<file path="config.mk">
export PLATFORM = sky130hd
export DESIGN_NAME = sdram_command_decoder
export DESIGN_NICKNAME = d
export VERILOG_FILES = /design/src/cmd_decode_pkg.sv /design/src/cmd_bus_if.sv /design/src/sdram_command_decoder.sv /design/src/strobe_decoder.sv
export SDC_FILE = /design/constraint.sdc
export NUM_CORES = 1
export LEC_CHECK = 0
export ABC_CLOCK_PERIOD_IN_PS = 7700
export BUFFER_PORTS_ARGS = -buffer_cell sky130_fd_sc_hd__buf_2
export CAP_MARGIN = 10
export CORE_MARGIN = 2
export CORE_UTILIZATION = 56
export CTS_BUF_LIST = sky130_fd_sc_hd__clkbuf_16
export DETAILED_ROUTE_END_ITERATION = 8
export PLACE_DENSITY = 0.85
export SETUP_SLACK_MARGIN = 0.02
export SYNTH_ARGS = -nofsm -noshare
export SYNTH_HDL_FRONTEND = slang
export SYNTH_SLANG_ARGS = --single-unit
</file>
<file path="constraint.sdc">
create_clock -name clk -period 7.7 [get_ports clk]
set_input_delay 1.54 -clock clk [delete_from_list [all_inputs] [get_ports clk]]
set_output_delay 1.54 -clock clk [all_outputs]
set_load 0.02 [all_outputs]
</file>
<file path="src/cmd_decode_pkg.sv">
// shared constants and types for the sdram command decoder
package cmd_decode_pkg;
  localparam int BANK_W = 3;
  localparam int ADDR_W = 16;
  localparam int MR_COUNT = 4;
  localparam int MR_SEL_W = 2;
  localparam int AP_BIT = 10;
  localparam int BC_BIT = 12;
  localparam int MR0_BL_LO = 0;
  localparam int MR0_BL_HI = 1;
  localparam logic [1:0] BL_FIXED8 = 2'h0;
  localparam logic [1:0] BL_PER_CMD = 2'h1;
  localparam logic [1:0] BL_FIXED4 = 2'h2;
  localparam logic [3:0] BURST_LEN8 = 4'h8;
  localparam logic [3:0] BURST_LEN4 = 4'h4;
  localparam logic [ADDR_W-1:0] MR_RESET = 16'h0000;

  typedef enum logic [4:0] {
    cmd_deselect,
    cmd_nop,
    cmd_mode_register_write,
    cmd_refresh,
    cmd_self_refresh_enter,
    cmd_self_refresh_leave,
    cmd_precharge_one,
    cmd_precharge_every_bank,
    cmd_activate,
    cmd_write,
    cmd_read,
    cmd_power_down_enter,
    cmd_power_down_leave,
    cmd_long_impedance_calibration,
    cmd_short_impedance_calibration,
    cmd_illegal
  } cmd_t;

  typedef enum logic [1:0] {
    st_active,
    st_power_down,
    st_self_refresh
  } pwr_state_t;
endpackage : cmd_decode_pkg

</file>
<file path="src/cmd_bus_if.sv">
// decoded command carried from the decoder to the state tracker
`timescale 1ns/10ps
interface cmd_bus_if;
  import cmd_decode_pkg::*;
  logic cs_n;
  logic ras_n;
  logic cas_n;
  logic we_n;
  logic [ADDR_W-1:0] addr;
  cmd_t cmd;
  modport decoder (input cs_n, input ras_n, input cas_n, input we_n, input addr, output cmd);
  modport user (output cs_n, output ras_n, output cas_n, output we_n, output addr, input cmd);
endinterface : cmd_bus_if

</file>
<file path="src/sdram_command_decoder.sv">
// command decode and clock-enable state tracking for a ddr sdram
// Overview of operation
// - commands come only from strobe, cke and address bit 10 levels at the rising clock edge
// - reset pin is a synchronous reset only; held high in normal use
// - on-die termination input never affects decode or power state
// - mode register write: bank address picks one of four mode registers
// - self refresh exit follows the cke level at the clock edge, not a registered cke rise
// - a started read or write burst always runs to its end
// - fixed or per-command burst length follows mode register zero
// - a no-operation registers nothing and leaves running work alone
// - chip select high ignores other inputs, acts as no-operation
// - deselect and no-operation have the same effect
// - no refresh in power-down; controller must exit in time
// - first long calibration after start is initial, later ones operational
// - cke changes judged on state before edge n, cke n versus n-1
// - idle means banks closed, no burst, cke high
`timescale 1ns/10ps
module sdram_command_decoder
  import cmd_decode_pkg::*;
(
  input wire logic clk, // controller clock
  input wire logic rst_n, // device reset, active low
  input wire logic cke, // clock enable
  input wire logic cs_n, // chip select, active low
  input wire logic ras_n, // row strobe, active low
  input wire logic cas_n, // column strobe, active low
  input wire logic we_n, // write enable, active low
  input wire logic [BANK_W-1:0] ba, // bank address
  input wire logic [ADDR_W-1:0] addr, // address / opcode
  input wire logic odt, // on-die termination, not used by decode
  output logic [4:0] cmd_code, // registered command code
  output logic cmd_valid, // registered command pulse
  output logic [BANK_W-1:0] cmd_bank, // registered bank
  output logic [ADDR_W-1:0] cmd_addr, // registered address
  output logic cmd_auto_close, // read/write with auto precharge
  output logic [3:0] cmd_burst_len, // burst length of read/write
  output logic [1:0] pwr_state, // power state code
  output logic [ADDR_W-1:0] mode_reg [MR_COUNT], // mode registers
  output logic [BANK_W:0] open_banks, // count of open banks
  output logic burst_busy, // a burst is running
  output logic idle, // all banks idle, cke high
  output logic cal_initial, // long calibration was the initial one
  output logic cal_pulse // long or short calibration pulse
);
  cmd_bus_if bus ();
  pwr_state_t pwr_r, pwr_nxt;
  logic cke_prev_r;
  logic [ADDR_W-1:0] mr_r [MR_COUNT];
  logic [(1<<BANK_W)-1:0] open_r;
  logic [3:0] burst_cnt_r, burst_cnt_nxt;
  logic zq_seen_r;
  logic [4:0] code_r;
  logic valid_r, ap_r, cal_init_r, cal_pulse_r;
  logic [3:0] blen_r;
  logic [BANK_W-1:0] bank_r;
  logic [ADDR_W-1:0] addr_r;

  function automatic logic [3:0] burst_len(input logic [ADDR_W-1:0] mr0,
                                           input logic a12);
    logic [1:0] mode;
    mode = mr0[MR0_BL_HI:MR0_BL_LO];
    case (mode)
      BL_FIXED8: burst_len = BURST_LEN8;
      BL_PER_CMD: burst_len = a12 ? BURST_LEN8 : BURST_LEN4;
      BL_FIXED4: burst_len = BURST_LEN4;
      default: burst_len = BURST_LEN8;
    endcase
  endfunction : burst_len

  // odt is deliberately left out of every expression
  assign bus.cs_n = cs_n;
  assign bus.ras_n = ras_n;
  assign bus.cas_n = cas_n;
  assign bus.we_n = we_n;
  assign bus.addr = addr;

  strobe_decoder u_dec (
    .bus(bus)
  );

  wire [MR_SEL_W-1:0] mr_sel = ba[MR_SEL_W-1:0];
  wire awake = (pwr_r == st_active);
  wire nop_like = (bus.cmd == cmd_deselect) || (bus.cmd == cmd_nop);
  wire all_idle = (open_r == '0) && (burst_cnt_r == 4'h0);
  wire cke_rise = !cke_prev_r && cke;
  wire cke_fall = cke_prev_r && !cke;
  wire sr_enter = awake && cke_fall && all_idle && (bus.cmd == cmd_refresh);
  wire pd_enter = awake && cke_fall && nop_like;
  // self refresh exit follows the cke level directly, no clocked wait
  wire sr_leave = (pwr_r == st_self_refresh) && cke && nop_like;
  wire pd_leave = (pwr_r == st_power_down) && cke_rise && nop_like;
  // nothing executes in power-down, refresh included
  wire exec = awake && cke && cke_prev_r;
  wire is_rw = (bus.cmd == cmd_read) || (bus.cmd == cmd_write);
  // a new burst only starts once the previous one ended; never truncated
  wire rw_go = exec && is_rw && (burst_cnt_r == 4'h0);
  wire [3:0] blen = burst_len(mr_r[0], addr[BC_BIT]);
  wire [4:0] dec_code = sr_enter ? 5'(cmd_self_refresh_enter)
                      : pd_enter ? 5'(cmd_power_down_enter)
                      : sr_leave ? 5'(cmd_self_refresh_leave)
                      : pd_leave ? 5'(cmd_power_down_leave)
                      : 5'(bus.cmd);
  wire accept = sr_enter || pd_enter || sr_leave || pd_leave ||
                (exec && !nop_like && bus.cmd != cmd_illegal &&
                 (!is_rw || rw_go));
  wire is_long_cal = exec && bus.cmd == cmd_long_impedance_calibration;

  always_comb begin
    pwr_nxt = pwr_r;
    case (pwr_r)
      st_active: begin
        if (sr_enter) pwr_nxt = st_self_refresh;
        else if (pd_enter) pwr_nxt = st_power_down;
      end
      st_power_down: if (pd_leave) pwr_nxt = st_active;
      st_self_refresh: if (sr_leave) pwr_nxt = st_active;
      default: pwr_nxt = st_active;
    endcase
  end

  assign burst_cnt_nxt = rw_go ? blen : (burst_cnt_r != 4'h0) ? burst_cnt_r - 4'h1 : 4'h0;

  always_ff @(posedge clk) begin
    if (!rst_n) begin
      pwr_r <= st_active;
      cke_prev_r <= 1'b0;
      burst_cnt_r <= 4'h0;
    end else begin
      pwr_r <= pwr_nxt;
      cke_prev_r <= cke;
      burst_cnt_r <= burst_cnt_nxt;
    end
  end

  always_ff @(posedge clk) begin
    if (!rst_n) begin
      for (int i = 0; i < MR_COUNT; i++) mr_r[i] <= MR_RESET;
    end else if (exec && bus.cmd == cmd_mode_register_write) begin
      mr_r[mr_sel] <= addr;
    end
  end

  always_ff @(posedge clk) begin
    if (!rst_n) begin
      open_r <= '0;
    end else if (exec) begin
      case (bus.cmd)
        cmd_activate: open_r[ba] <= 1'b1;
        cmd_precharge_one: open_r[ba] <= 1'b0;
        cmd_precharge_every_bank: open_r <= '0;
        default: if (rw_go && addr[AP_BIT]) open_r[ba] <= 1'b0;
      endcase
    end
  end

  always_ff @(posedge clk) begin
    if (!rst_n) begin
      zq_seen_r <= 1'b0;
      cal_init_r <= 1'b0;
      cal_pulse_r <= 1'b0;
    end else begin
      cal_pulse_r <= exec && (bus.cmd == cmd_long_impedance_calibration ||
                              bus.cmd == cmd_short_impedance_calibration);
      if (is_long_cal) begin
        cal_init_r <= !zq_seen_r;
        zq_seen_r <= 1'b1;
      end
    end
  end

  always_ff @(posedge clk) begin
    if (!rst_n) begin
      code_r <= 5'(cmd_deselect);
      valid_r <= 1'b0;
      bank_r <= '0;
      addr_r <= '0;
      ap_r <= 1'b0;
      blen_r <= 4'h0;
    end else begin
      code_r <= dec_code;
      valid_r <= accept;
      bank_r <= ba;
      addr_r <= addr;
      ap_r <= is_rw && addr[AP_BIT];
      blen_r <= is_rw ? blen : 4'h0;
    end
  end

  assign cmd_code = code_r;
  assign cmd_valid = valid_r;
  assign cmd_bank = bank_r;
  assign cmd_addr = addr_r;
  assign cmd_auto_close = ap_r;
  assign cmd_burst_len = blen_r;
  assign pwr_state = pwr_r;
  assign mode_reg = mr_r;
  assign open_banks = (BANK_W+1)'($countones(open_r));
  assign burst_busy = (burst_cnt_r != 4'h0);
  assign idle = awake && cke_prev_r && all_idle;
  assign cal_initial = cal_init_r;
  assign cal_pulse = cal_pulse_r;

  property p_pd_entry;
    @(posedge clk) disable iff (!rst_n) pd_enter && !sr_enter |=> pwr_r == st_power_down;
  endproperty
  a_pd_entry: assert property (p_pd_entry) else $error("power-down not entered");

  property p_sr_entry;
    @(posedge clk) disable iff (!rst_n) sr_enter |=> pwr_r == st_self_refresh;
  endproperty
  a_sr_entry: assert property (p_sr_entry) else $error("self refresh not entered");

  property p_hold_low;
    @(posedge clk) disable iff (!rst_n) (pwr_r != st_active) && !cke |=> pwr_r == $past(pwr_r);
  endproperty
  a_hold_low: assert property (p_hold_low) else $error("low power state lost");

  property p_burst_run;
    @(posedge clk) disable iff (!rst_n) rw_go |=> burst_cnt_r == $past(blen);
  endproperty
  a_burst_run: assert property (p_burst_run) else $error("burst length wrong");

  property p_no_interrupt;
    @(posedge clk) disable iff (!rst_n) burst_cnt_r > 4'h1 |=> burst_cnt_r == $past(burst_cnt_r) - 4'h1;
  endproperty
  a_no_interrupt: assert property (p_no_interrupt) else $error("burst interrupted");

  property p_mr_write;
    @(posedge clk) disable iff (!rst_n) exec && bus.cmd == cmd_mode_register_write
      |=> mr_r[$past(mr_sel)] == $past(addr);
  endproperty
  a_mr_write: assert property (p_mr_write) else $error("mode register not written");

  property p_nop_quiet;
    @(posedge clk) disable iff (!rst_n) awake && cke && cke_prev_r && nop_like |=> !valid_r;
  endproperty
  a_nop_quiet: assert property (p_nop_quiet) else $error("nop registered a command");

  property p_zq_first;
    @(posedge clk) disable iff (!rst_n) is_long_cal && zq_seen_r |=> !cal_init_r;
  endproperty
  a_zq_first: assert property (p_zq_first) else $error("later long cal marked initial");
endmodule : sdram_command_decoder

</file>
<file path="src/strobe_decoder.sv">
// pure command decode of the strobe pins for an awake device
`timescale 1ns/10ps
module strobe_decoder
  import cmd_decode_pkg::*;
(
  cmd_bus_if.decoder bus // strobes in, command out
);
  wire [3:0] strobes = {bus.cs_n, bus.ras_n, bus.cas_n, bus.we_n};
  wire a10 = bus.addr[AP_BIT];

  always_comb begin
    casez (strobes)
      4'b1???: bus.cmd = cmd_deselect;
      4'b0111: bus.cmd = cmd_nop;
      4'b0000: bus.cmd = cmd_mode_register_write;
      4'b0001: bus.cmd = cmd_refresh;
      4'b0010: bus.cmd = a10 ? cmd_precharge_every_bank : cmd_precharge_one;
      4'b0011: bus.cmd = cmd_activate;
      4'b0100: bus.cmd = cmd_write;
      4'b0101: bus.cmd = cmd_read;
      4'b0110: bus.cmd = a10 ? cmd_long_impedance_calibration
                             : cmd_short_impedance_calibration;
      default: bus.cmd = cmd_illegal;
    endcase
  end
endmodule : strobe_decoder
</file>
==> results.json <==
{
  "p_total_uw": 1210,
  "drv_cap": 0,
  "ys_ff_latch": 109,
  "path_class": "register to output pin",
  "synthCells": 461,
  "dieArea_um2": 9220,
  "finalSetupViolations": 0,
  "io_buffers": 126,
  "largest_reg_flops": 64,
  "path_clk_slew_ns": 0.07,
  "antennaDiodeCount": 0,
  "gr-usage-met2_pct": 34.7,
  "busiest_layer": "met2",
  "grt_first_pass_wirelength_um": 15900,
  "synth_top_flop_cell": "dfxtp_1",
  "setup_slack_ns": 3.04,
  "hpwlAfterDp_um": 7050,
  "cts_resized": 0,
  "fin_cells": 676,
  "cts_hold_buf": 0,
  "max_freq_mhz": 214,
  "worstSetupStartpointType": "register",
  "synth_area_um2": 4740,
  "synth_edf_count": 0,
  "final_hold_viol_count": 0,
  "initial_core_util_pct": 57.7,
  "syn_to_final_growth_pct": 18.7,
  "period_minus_slack_ns": 4.66,
  "worst_pin_slew_ns": 0.793,
  "p_leak_uw": 0.00288,
  "relSlewSlack_pct": 47.0,
  "fin_skew_ns": 0.0107,
  "worstHoldPathType": "register to register",
  "rows": 33,
  "gr-usage-met3_pct": 5.56,
  "ys_seq_area_share_pct": 46.0,
  "drtIter0Drc": 185,
  "post_cts_buffers": 0,
  "worstPathArrival_ns": 3.12,
  "htreeDepth": 3,
  "crit_top_cell": "fa_1",
  "slew_violations": 0,
  "nets": 605,
  "cpLargestDelayFamily": "adder cells",
  "numCtsBuffers": 9,
  "ys_async_sr_fraction_pct": 0,
  "wl_um": 10100,
  "crit_buf_inv": 3,
  "tritoncts": "yes",
  "core-area_um2": 8220,
  "wl_per_cell_um": 15.0,
  "die_y_um": 96.0,
  "cp_slowest_stage_delay_ns": 0.55,
  "drt-pass1-iter-count": 4,
  "drive_gt1_share_pct": 26.4,
  "ys_types": 54,
  "gp_congestion": 0.822,
  "timing.final.crit_share_pct": 60.6,
  "postSynthAreaPerCell_um2": 10.3,
  "cp.required_ns": 6.16,
  "rsz0062_at_grt": "no",
  "status": "finished clean",
  "crit_chain": "fa_1, inv_1, fa_1, fa_1, inv_1, ha_1, fa_1, xor2_1, buf_2",
  "critPathSlowestCell": "fa_1",
  "power_density_nw_per_um2": 215,
  "vias": 3593,
  "cts_sinks": 109,
  "cp_max_fo": 3,
  "clk_latency_ns": 0.34,
  "pre_cts_ws_ns": 3.38,
  "endpoint_kind": "output pin",
  "dp_cells": 661,
  "ir_drop_mv": 0.160,
  "drc": 0,
  "ioPinCount": 131,
  "vias_per_cell": 5.32,
  "hold_slack_ns": 0.433,
  "gr-total-overflow": 0,
  "grt_util_met1_pct": 29.6,
  "cts_root_buffer": "clkbuf_16",
  "antenna_found_initial": 0,
  "ant_nets": 0,
  "fin_tns_setup_ns": 0,
  "grt_pass1_vias": 3290,
  "grt_max_degree": 105,
  "dieWidth_um": 96.0,
  "ys.warnings.count": 0,
  "max-clock-path-buffers": 2,
  "gr-usage-all-layers_pct": 22.1
}
## worst paths after layout
kind                  startpoint        endpoint  slack [ns]  cells past startpoint
setup reg to reg    pwr_state[0]    mode_reg[43]        5.32                      4
hold reg to reg   burst_cnt_r[0]  burst_cnt_r[0]        0.43                      1
setup / recovery       open_r[0]   open_banks[2]        3.04                      9
hold / removal    burst_cnt_r[0]  burst_cnt_r[0]        0.43                      1
## where the power goes
| group | leakage (µW) | total (µW) | internal, µW | switching (µW) |
|---|---|---|---|---|
| clock network | 0.000147 | 469 | 257 | 212 |
| registers | 0.000885 | 588 | 579 | 9.10 |
| logic | 0.00184 | 151 | 53.9 | 96.8 |
## layer usage
layer / part of all wire, % / vias up
met4: 0.92 / 0
met3: 6.5 / 8
li1: - / 1775
met2: 48 / 119
met5: 0 / -
met1: 45 / 1691
## final cells by class
type | count | area [µm²]
well taps | 105 | 131
multi-input cells | 302 | 2300
clock inverters | 6 | 82.6
fillers | 647 | 2590
clock buffers | 9 | 225
flip-flops and latches | 109 | 2180
inverters | 18 | 67.6
repair buffers | 127 | 638
## cell families (layout without fill, tap and decap cells)
group | Yosys count | in the layout | share of synthesized area [%]
other | 1 | 3 | 0.0791
buffers and inverters | 52 | 160 | 5.62
XOR/XNOR | 2 | 2 | 0.369
adder cells (fa/ha/maj) | 11 | 11 | 3.54
multiplexers | 68 | 68 | 14.4
flip-flops | 109 | 109 | 46.0
AO/OA/AOI/OAI | 56 | 56 | 7.97
AND/OR/NAND/NOR | 162 | 162 | 22.1
## placed cells by master (no fill, tap or decap), drive strengths merged, types with 3 or more instances in the layout
cell    synthesis  layout
a211oi          3       3
a21o            3       3
a21oi          10      10
a32oi           6       6
and2           21      21
and3            3       3
buf            13     127
clkbuf         21       9
conb            1       3
dfxtp         109     109
fa              4       4
ha              7       7
inv            18      20
mux2i          68      68
nand2          16      16
nand2b          5       5
nand3           5       5
nand4           3       3
nor2           12      12
nor2b          67      67
nor3            7       7
nor3b           8       8
nor4b           4       4
o21a            3       3
o21ai          16      16
## cell usage after synthesis, drive strengths merged (5+ instances only)
cell	number	area share, %
nor3b	8	1.4
a32oi	6	1.1
o21ai	16	1.7
nand2	16	1.3
mux2i	68	14
and2	21	2.8
ha	7	1.8
nor3	7	0.74
nor2b	67	8.8
nor2	12	0.95
dfxtp	109	46
inv	18	1.4
a21oi	10	1.1
buf	13	2.5
nand3	5	1.1
clkbuf	21	1.7
nand2b	5	0.66
## through the flow
stage          instance area (µm²)  util, %
5_1_grt                       5630     68.5
6_report                      5630     68.5
3_5_place_dp                  5320     64.7
2_1_floorplan                 4750        -
3_3_place_gp                  5320     64.7
4_1_cts                       5630     68.5
Note: power is estimated with default switching activity, not from simulation.
